===== src/include/mrs_defines.vh =====
// Register map, field positions, reset values and timing constants of the reset sequencer.
`ifndef MRS_DEFINES_VH
`define MRS_DEFINES_VH

`define MRS_CLK_MHZ        40
`define MRS_CLK_PERIOD_NS  25
`define MRS_CNT_W          24

`define MRS_ADDR_CAUSE     3'h0
`define MRS_ADDR_IRQ_STAT  3'h1
`define MRS_ADDR_IRQ_EN    3'h2
`define MRS_ADDR_IRQ_CLR   3'h3
`define MRS_ADDR_CTRL      3'h4
`define MRS_ADDR_STATUS    3'h5

`define MRS_BIT_POR        0
`define MRS_BIT_EXT        1
`define MRS_BIT_DROP       2
`define MRS_BIT_WDOG       3
`define MRS_BIT_RELEASE    4
`define MRS_BIT_WD_SYSMODE 0

`define MRS_CAUSE_RESET    4'h0
`define MRS_IRQ_RESET      5'h00
`define MRS_CTRL_RESET     1'b1
`define MRS_POR_KEEP_MASK  4'h1

`define MRS_BOD_OFF        3'h7
`define MRS_BOD_LOW        3'h6
`define MRS_BOD_MID        3'h5
`define MRS_BOD_HIGH       3'h4

`define MRS_TOUT0_US       1000
`define MRS_TOUT1_US       4000
`define MRS_TOUT2_US       16000
`define MRS_TOUT3_US       64000
`define MRS_EXT_MIN_NS     2500
`define MRS_DROP_MIN_NS    2000

`endif


===== src/core/mrs_sync3.v =====
// Three-stage synchroniser whose output follows once the second and third stages agree.
`timescale 1ns/100ps
`default_nettype none
module mrs_sync3 (
  input  wire clk,
  input  wire reset_n,
  input  wire ce,
  input  wire rstVal,
  input  wire din,
  output reg  dout
);
  reg s1_reg;
  reg s2_reg;
  reg s3_reg;

  always @(posedge clk) begin
    if (!reset_n) begin
      s1_reg <= 1'b0;
      s2_reg <= 1'b0;
      s3_reg <= 1'b0;
      dout   <= 1'b0;
    end else if (ce) begin
      s1_reg <= din;
      s2_reg <= s1_reg;
      s3_reg <= s2_reg;
      if (s2_reg == s3_reg) begin
        dout <= s3_reg;
      end
    end
  end

  // The reset level input is left unused; every stage and the output reset to zero.
  wire unusedRst;
  assign unusedRst = rstVal;
endmodule
`default_nettype wire


===== src/core/mrs_pulse_filter.v =====
// Minimum-width filter: output rises only after the input has been active for MIN_CYC cycles.
`timescale 1ns/100ps
`default_nettype none
module mrs_pulse_filter #(
  parameter [15:0] MIN_CYC = 16'h0064
) (
  input  wire clk,
  input  wire reset_n,
  input  wire ce,
  input  wire active,
  output reg  qualified
);
  reg [15:0] cnt_reg;

  always @(posedge clk) begin
    if (!reset_n) begin
      cnt_reg   <= 16'h0000;
      qualified <= 1'b0;
    end else if (ce) begin
      if (!active) begin
        cnt_reg   <= 16'h0000;
        qualified <= 1'b0;
      end else if (cnt_reg >= MIN_CYC - 16'h0001) begin
        qualified <= 1'b1;
      end else begin
        cnt_reg <= cnt_reg + 16'h0001;
      end
    end
  end
endmodule
`default_nettype wire


===== src/core/mrs_sequencer.v =====
// Reset source combiner, start-up delay counter and reset cause registers on Avalon-MM.
`timescale 1ns/100ps
`default_nettype none
`include "mrs_defines.vh"
module mrs_sequencer #(
  parameter [`MRS_CNT_W-1:0] TOUT0_CYC = `MRS_TOUT0_US * `MRS_CLK_MHZ,
  parameter [`MRS_CNT_W-1:0] TOUT1_CYC = `MRS_TOUT1_US * `MRS_CLK_MHZ,
  parameter [`MRS_CNT_W-1:0] TOUT2_CYC = `MRS_TOUT2_US * `MRS_CLK_MHZ,
  parameter [`MRS_CNT_W-1:0] TOUT3_CYC = `MRS_TOUT3_US * `MRS_CLK_MHZ,
  parameter [15:0] EXT_MIN_CYC  =
    (`MRS_EXT_MIN_NS + `MRS_CLK_PERIOD_NS - 1) / `MRS_CLK_PERIOD_NS,
  parameter [15:0] DROP_MIN_CYC =
    (`MRS_DROP_MIN_NS + `MRS_CLK_PERIOD_NS - 1) / `MRS_CLK_PERIOD_NS
) (
  input  wire        clk,
  input  wire        reset_n,
  input  wire        ce,
  input  wire        supplyBelowPot,
  input  wire        extReset_n,
  input  wire        supplyBelowTrip,
  input  wire        watchdogExpire,
  input  wire [2:0]  brownoutLevelFuse,
  input  wire [1:0]  startupTimeSelectFuse,
  input  wire [3:0]  clockSourceSelectFuse,
  input  wire        extResetDisableFuse,
  input  wire [4:0]  avs_address,
  input  wire        avs_read,
  input  wire        avs_write,
  input  wire [31:0] avs_writedata,
  input  wire [3:0]  avs_byteenable,
  output reg  [31:0] avs_readdata,
  output reg         avs_waitrequest,
  output reg         ioPortInit,
  output reg         internalReset_n,
  output reg         fetchAtVector,
  output reg  [1:0]  dropTripSelect,
  output reg         irq
);
  localparam [1:0] ST_HOLD  = 2'h0;
  localparam [1:0] ST_COUNT = 2'h1;
  localparam [1:0] ST_RUN   = 2'h2;

  // Brown-out level decode; reserved codes leave the detector off.
  function [1:0] brownout_level_fuse;
    input [2:0] fuse;
    begin
      case (fuse)
        `MRS_BOD_LOW:  brownout_level_fuse = 2'h1;
        `MRS_BOD_MID:  brownout_level_fuse = 2'h2;
        `MRS_BOD_HIGH: brownout_level_fuse = 2'h3;
        default:       brownout_level_fuse = 2'h0;
      endcase
    end
  endfunction

  // Time-out choice; an external clock source needs no oscillator settling.
  function [`MRS_CNT_W-1:0] toutSel;
    input [1:0] startup_time_select_fuse;
    input [3:0] clock_source_select_fuse;
    begin
      if (clock_source_select_fuse == 4'h0) begin
        toutSel = TOUT0_CYC;
      end else begin
        case (startup_time_select_fuse)
          2'h0:    toutSel = TOUT0_CYC;
          2'h1:    toutSel = TOUT1_CYC;
          2'h2:    toutSel = TOUT2_CYC;
          default: toutSel = TOUT3_CYC;
        endcase
      end
    end
  endfunction

  wire [2:0] rawIn;
  wire [2:0] syncIn;
  wire       extLowQual;
  wire       dropQual;
  wire [3:0] srcVec;
  wire       anySrc;
  wire       asyncForce;
  wire       bodOn;

  assign rawIn = {supplyBelowTrip, ~extReset_n, supplyBelowPot};

  genvar gi;
  generate
    for (gi = 0; gi < 3; gi = gi + 1) begin : gSync
      mrs_sync3 uSync (
        .clk     (clk),
        .reset_n (reset_n),
        .ce      (ce),
        .rstVal  (1'b0),
        .din     (rawIn[gi]),
        .dout    (syncIn[gi])
      );
    end
  endgenerate

  mrs_pulse_filter #(
    .MIN_CYC (EXT_MIN_CYC)
  ) uExtFilt (
    .clk       (clk),
    .reset_n   (reset_n),
    .ce        (ce),
    .active    (syncIn[1]),
    .qualified (extLowQual)
  );

  mrs_pulse_filter #(
    .MIN_CYC (DROP_MIN_CYC)
  ) uDropFilt (
    .clk       (clk),
    .reset_n   (reset_n),
    .ce        (ce),
    .active    (syncIn[2]),
    .qualified (dropQual)
  );

  reg        wdSysMode_reg;
  reg [1:0]  state_reg;
  reg [1:0]  state_next;
  reg [`MRS_CNT_W-1:0] cnt_reg;
  reg [`MRS_CNT_W-1:0] cnt_next;
  reg [`MRS_CNT_W-1:0] limit_reg;
  reg [`MRS_CNT_W-1:0] limit_next;
  reg [3:0]  srcPrev_reg;
  reg [3:0]  cause_reg;
  reg [3:0]  cause_next;
  reg [4:0]  irqStat_reg;
  reg [4:0]  irqStat_next;
  reg [4:0]  irqEn_reg;
  reg        releasePulse;

  assign bodOn = (brownout_level_fuse(brownoutLevelFuse) != 2'h0);
  assign srcVec[`MRS_BIT_POR]  = syncIn[0];
  assign srcVec[`MRS_BIT_EXT]  = extLowQual & ~extResetDisableFuse;
  assign srcVec[`MRS_BIT_DROP] = dropQual & bodOn;
  assign srcVec[`MRS_BIT_WDOG] = watchdogExpire & wdSysMode_reg;
  assign anySrc = |srcVec;

  // Raw pins bypass filtering here: ports must reach their safe state even without a clock.
  assign asyncForce = supplyBelowPot | (~extReset_n & ~extResetDisableFuse);

  always @* begin
    state_next   = state_reg;
    cnt_next     = cnt_reg;
    limit_next   = limit_reg;
    releasePulse = 1'b0;
    case (state_reg)
      ST_HOLD: begin
        if (!anySrc) begin
          state_next = ST_COUNT;
          cnt_next   = {`MRS_CNT_W{1'b0}};
          limit_next = toutSel(startupTimeSelectFuse, clockSourceSelectFuse);
        end
      end
      ST_COUNT: begin
        if (anySrc) begin
          state_next = ST_HOLD;
          cnt_next   = {`MRS_CNT_W{1'b0}};
        end else if (cnt_reg >= limit_reg - {{(`MRS_CNT_W-1){1'b0}}, 1'b1}) begin
          state_next   = ST_RUN;
          releasePulse = 1'b1;
        end else begin
          cnt_next = cnt_reg + {{(`MRS_CNT_W-1){1'b0}}, 1'b1};
        end
      end
      ST_RUN: begin
        if (anySrc) begin
          state_next = ST_HOLD;
        end
      end
      default: begin
        state_next = ST_HOLD;
      end
    endcase
  end

  // The asynchronous set only ever loads a constant; release follows the clocked sequencer.
  always @(posedge clk or posedge asyncForce) begin
    if (asyncForce) begin
      ioPortInit <= 1'b1;
    end else if (!reset_n) begin
      ioPortInit <= 1'b1;
    end else if (ce) begin
      ioPortInit <= (state_next != ST_RUN);
    end
  end

  always @(posedge clk) begin
    if (!reset_n) begin
      state_reg       <= ST_HOLD;
      cnt_reg         <= {`MRS_CNT_W{1'b0}};
      limit_reg       <= {`MRS_CNT_W{1'b0}};
      srcPrev_reg     <= 4'h0;
      internalReset_n <= 1'b0;
      fetchAtVector   <= 1'b0;
      dropTripSelect  <= 2'h0;
    end else if (ce) begin
      state_reg       <= state_next;
      cnt_reg         <= cnt_next;
      limit_reg       <= limit_next;
      srcPrev_reg     <= srcVec;
      internalReset_n <= (state_next == ST_RUN);
      fetchAtVector   <= releasePulse;
      dropTripSelect  <= brownout_level_fuse(brownoutLevelFuse);
    end
  end

  wire [3:0] srcRise;
  wire       wrTake;
  wire       wrLane0;
  assign srcRise = srcVec & ~srcPrev_reg;
  assign wrTake  = avs_write & ~avs_waitrequest;
  assign wrLane0 = wrTake & avs_byteenable[0];

  always @* begin
    cause_next = cause_reg;
    if (wrLane0 && avs_address[4:2] == `MRS_ADDR_CAUSE) begin
      cause_next = cause_next & avs_writedata[3:0];
    end
    if (srcVec[`MRS_BIT_POR]) begin
      cause_next = cause_next & `MRS_POR_KEEP_MASK;
    end
    cause_next = cause_next | srcVec;
    irqStat_next = irqStat_reg;
    if (wrLane0 && avs_address[4:2] == `MRS_ADDR_IRQ_CLR) begin
      irqStat_next = irqStat_next & ~avs_writedata[4:0];
    end
    irqStat_next = irqStat_next | {releasePulse, srcRise};
  end

  always @(posedge clk) begin
    if (!reset_n) begin
      cause_reg       <= `MRS_CAUSE_RESET;
      irqStat_reg     <= `MRS_IRQ_RESET;
      irqEn_reg       <= `MRS_IRQ_RESET;
      wdSysMode_reg   <= `MRS_CTRL_RESET;
      irq             <= 1'b0;
      avs_waitrequest <= 1'b1;
      avs_readdata    <= 32'h00000000;
    end else if (ce) begin
      cause_reg   <= cause_next;
      irqStat_reg <= irqStat_next;
      irq         <= |(irqStat_reg & irqEn_reg);
      if (wrLane0 && avs_address[4:2] == `MRS_ADDR_IRQ_EN) begin
        irqEn_reg <= avs_writedata[4:0];
      end
      if (wrLane0 && avs_address[4:2] == `MRS_ADDR_CTRL) begin
        wdSysMode_reg <= avs_writedata[`MRS_BIT_WD_SYSMODE];
      end
      // One wait state: data is latched on the edge that drops waitrequest.
      if (!avs_waitrequest) begin
        avs_waitrequest <= 1'b1;
      end else if (avs_read || avs_write) begin
        avs_waitrequest <= 1'b0;
        avs_readdata    <= 32'h00000000;
        if (avs_read) begin
          case (avs_address[4:2])
            `MRS_ADDR_CAUSE:    avs_readdata <= {28'h0000000, cause_reg};
            `MRS_ADDR_IRQ_STAT: avs_readdata <= {27'h0000000, irqStat_reg};
            `MRS_ADDR_IRQ_EN:   avs_readdata <= {27'h0000000, irqEn_reg};
            `MRS_ADDR_CTRL:     avs_readdata <= {31'h00000000, wdSysMode_reg};
            `MRS_ADDR_STATUS:   avs_readdata <= {26'h0000000, state_reg, srcVec};
            default:            avs_readdata <= 32'h00000000;
          endcase
        end
      end
    end
  end
endmodule
`default_nettype wire


===== config.mk =====
export PLATFORM = sky130hd
export DESIGN_NAME = mrs_sequencer
export DESIGN_NICKNAME = d
export VERILOG_FILES = /design/src/core/mrs_sync3.v /design/src/core/mrs_pulse_filter.v /design/src/core/mrs_sequencer.v
export VERILOG_INCLUDE_DIRS = /design/src /design/src/include
export SDC_FILE = /design/constraint.sdc
export NUM_CORES = 1
export LEC_CHECK = 0
export BUFFER_PORTS_ARGS = -buffer_cell sky130_fd_sc_hd__buf_4
export CORE_MARGIN = 2
export CORE_UTILIZATION = 57
export DETAILED_ROUTE_END_ITERATION = 10
export PLACE_DENSITY = 0.81
export SYNTH_ARGS = -nofsm -noshare
export SYNTH_HDL_FRONTEND = slang
export SYNTH_SLANG_ARGS = --single-unit

===== constraint.sdc =====
create_clock -name clk -period 3.9 [get_ports clk]
set_input_delay 0.78 -clock clk [delete_from_list [all_inputs] [get_ports clk]]
set_output_delay 0.78 -clock clk [all_outputs]
set_load 0.02 [all_outputs]

==> flow_summary.yaml <==
outcome:
  status: "finished, final reports clean"
finish:
  multi_input_area_mm2: 0.00338
  syn2layout_area_growth_pct: 16.4
  largest_reg_flops: 24
  diodes: 0
  nets: 820
  register_area_mm2: 0.00227
  drive_above_1_share_pct: 13.1
  n_fill_cell: 809
sta:
  max_freq_mhz: 281
  hold_ws_ns: 0.318
  setup-tns-final_ns: 0
  fin_crit_sh_pct: 91.4
  setup_viol: 0
  rsz0062_at_grt: "false"
  max-slew-margin-rel_pct: 31.0
  final-max-slew-violation-count: 0
  hold_viol: 0
  tightest_slew_ns: 1.03
  timing.final.crit_period_ns: 3.56
  skew_ns: 0.00783
yosys:
  netlist_top_cells_count: "112 x dfxtp_1, 74 x nand2_1, 57 x nor2_1"
  synth_most_common_cell: "dfxtp_1"
  yosys.area_share.adder_pct: 5.71
  synth_mux_area_share_pct: 3.30
  synthArstFlopShare_pct: 0.885
  synth_top_family_by_area: "simple AND/OR/NAND/NOR gates"
  synth_xor_area_share_pct: 3.26
  synth_area_mm2: 0.00591
  ys_ff_latch: 113
  synth_flop_cell: "dfxtp_1"
  synth_edf_count: 0
  synth_top_area_share_pct: 37.9
  yosysTopAreaCell: "dfxtp_1"
  syn_area_per_cell_um2: 8.51
  syn_inst: 695
  synth_area_leaders: "dfxtp_1 38%, ha_1 5.7%, nand2_1 4.7%, nor2_1 3.6%, nor2b_1 3.4%"
  synthSimpleGateAreaFrac_pct: 23.1
  yosys_warnings: 0
  yosysUniqueCellTypes: 63
  synth-seq-area-share_pct: 38.4
  synth_compound_area_share_pct: 19.8
pwr:
  pwr-share-comb_pct: 8.7
  seqPwrFrac_pct: 38.5
  p_switching_uw: 701
  power.density_mw_per_mm2: 448
  switching_share_pct: 22.7
  total_power_mw: 3.09
  vdd_drop_max_mv: 0.406
  p_int_mw: 2.39
  p_leak_nw: 2.73
  clock_power_share_pct: 52.9
detailed_routing:
  wl_per_cell_um: 15.4
  vias: 5201
  drt_iter0_markers: 278
  drc: 0
  wirelength_um: 13600
  ant_nets: 0
  first_pass_iters: 4
  viasPerCell: 5.90
clock_network:
  cts-buffers-inserted: 17
  cts_buffer_depth: 2
  cts_tree: "built"
  cts-root-buf: "clkbuf_8"
  clk_pin_slew_ns: 0.05
  htree_levels: 4
  worstSkewPairLatency_ns: 0.52
  cts_sinks: 113
grt:
  grt-ovfl-total: 0
  grt_pass1_wl_um: 22800
  grt_max_degree: 74
  grtUsageTotal_pct: 25.3
  grtUsageMet1_pct: 30.5
  grt_pass1_vias: 4964
  top_usage_layer: "met2"
  gr-usage-met3_pct: 5.88
  met2_usage_pct: 42.8
  antenna_found_initial: 0
floorplan:
  dieArea_mm2: 0.0112
  die_w_um: 106
  io_pins: 99
  coreArea_mm2: 0.0102
  start_util_pct: 58.1
  chipHeight_um: 106
  row_count: 37
worst_setup_path:
  cpMostUsedCell: "nand2_1"
  crit_slowest_cell: "a2111o_1"
  criticalPathCategory: "reg -> reg"
  cp_num_buf_inv: 1
  worstSetupStartpointType: "flip-flop"
  crit_fanout: 8
  crit_required_ns: 4.35
  critPathArrivalTime_ns: 4.01
  path_cells: "nor4_1 -> buf_4 -> nand2_1 -> nor3_1 -> xnor2_1 -> ha_1 -> nand2_1 -> o21ai_0 -> a221oi_2 -> nand3_2 -> a2111o_1 -> or3_1 -> a21oi_1"
  cp-end-kind: "flip-flop"
  path_delay_family: "simple AND/OR/NAND/NOR gates"
  slowest_delay_ns: 0.50
run:
  maxCapViolations: 0
placed_design:
  port_buffers: 40
  gp_congestion: 0.847
  place.detailed.hpwl_um: 9400
hold_path:
  min_path_type: "in -> async"
[per-stage QoR]
| stage | worst slack (ns) | cell area, µm² | util [%] | instances |
|---|---|---|---|---|
| after global placement | 0.341 | 6250 | 61.3 | 850 |
| after CTS | 0.185 | 6870 | 67.5 | 882 |
| after detailed placement | 0.209 | 6250 | 61.3 | 850 |
| final | 0.335 | 6890 | 67.6 | 882 |
| after global routing | 0.0212 | 6890 | 67.6 | 882 |
| after floorplan | 0.445 | 6010 | - | 720 |
[kinds of logic after synthesis]
group / after synthesis
muxes: 18
buffers and inverters: 74
xor gates and xnor gates: 22
and+or+nand+nor: 272
DFF: 113
other: 1
AOI/OAI and AO/OA: 168
adders and majority gates: 27
[power groups by stage]
stage                     Clock (mW)  Sequential [mW]  Combinational [mW]
after detailed placement           0             1.21               0.259
after global routing            1.71             1.19               0.296
after CTS                       1.65             1.19               0.262
after floorplan                    0             1.21               0.201
after global placement             0             1.21               0.248
final                           1.63             1.19               0.267
[tightest hold or removal path: stages]
cell    delay, ns
buf_4        0.09
nor2_1       0.04
nor2_1       0.09
[path summary, 6_finish.rpt]
check | from | endpoint | slack [ns] | cells after the start
setup / recovery | limit_reg[11] | cnt_reg[20] | 0.34 | 13
hold / removal | extResetDisableFuse | ioPortInit | 0.32 | 3
setup reg to reg | limit_reg[11] | cnt_reg[20] | 0.34 | 13
hold reg to reg | uDropFilt.cnt_reg[12] | uDropFilt.cnt_reg[12] | 0.44 | 2
max in group asynchronous | supplyBelowPot | ioPortInit | 3.55 | 2
min in group clk | uDropFilt.cnt_reg[12] | uDropFilt.cnt_reg[12] | 0.44 | 2
[repair_timing]
action | CTS | global route
setup buffers | 0 | 0
gates resized for setup | 0 | 3
setup endpoints to repair | 0 | 9
hold buffers | 0 | 0
[routing by layer]
| layer | vias to the layer above | wire length, µm | part of all wire, % |
|---|---|---|---|
| met5 | - | 0 | 0 |
| met4 | 0 | 361 | 2.6 |
| met3 | 35 | 883 | 6.5 |
| met2 | 212 | 6650 | 49 |
| met1 | 2439 | 5730 | 42 |
| li1 | 2515 | - | - |
[area by class of cell]
| class | count | share of cell area, % |
|---|---|---|
| tap | 136 | 2.47 |
| timing repair buffer | 50 | 5.45 |
| inverter | 18 | 0.981 |
| sequential | 113 | 32.9 |
| clock buffer | 22 | 6.43 |
| clock inverter | 10 | 2.65 |
| multi-input combinational | 533 | 49.1 |
[cell usage in the layout, fill, tap and decap left out, types with 16 or more instances in the layout]
cell type / count
a21oi_1: 38
a21boi_0: 26
inv_1: 18
nor2_1: 57
dfxtp_1: 112
conb_1: 26
buf_4: 50
nand2_1: 74
nor2b_1: 32
o21ai_0: 29
clkbuf_16: 16
ha_1: 27
nand3_1: 24
No activity file was read; power rests on OpenSTA's default activity.
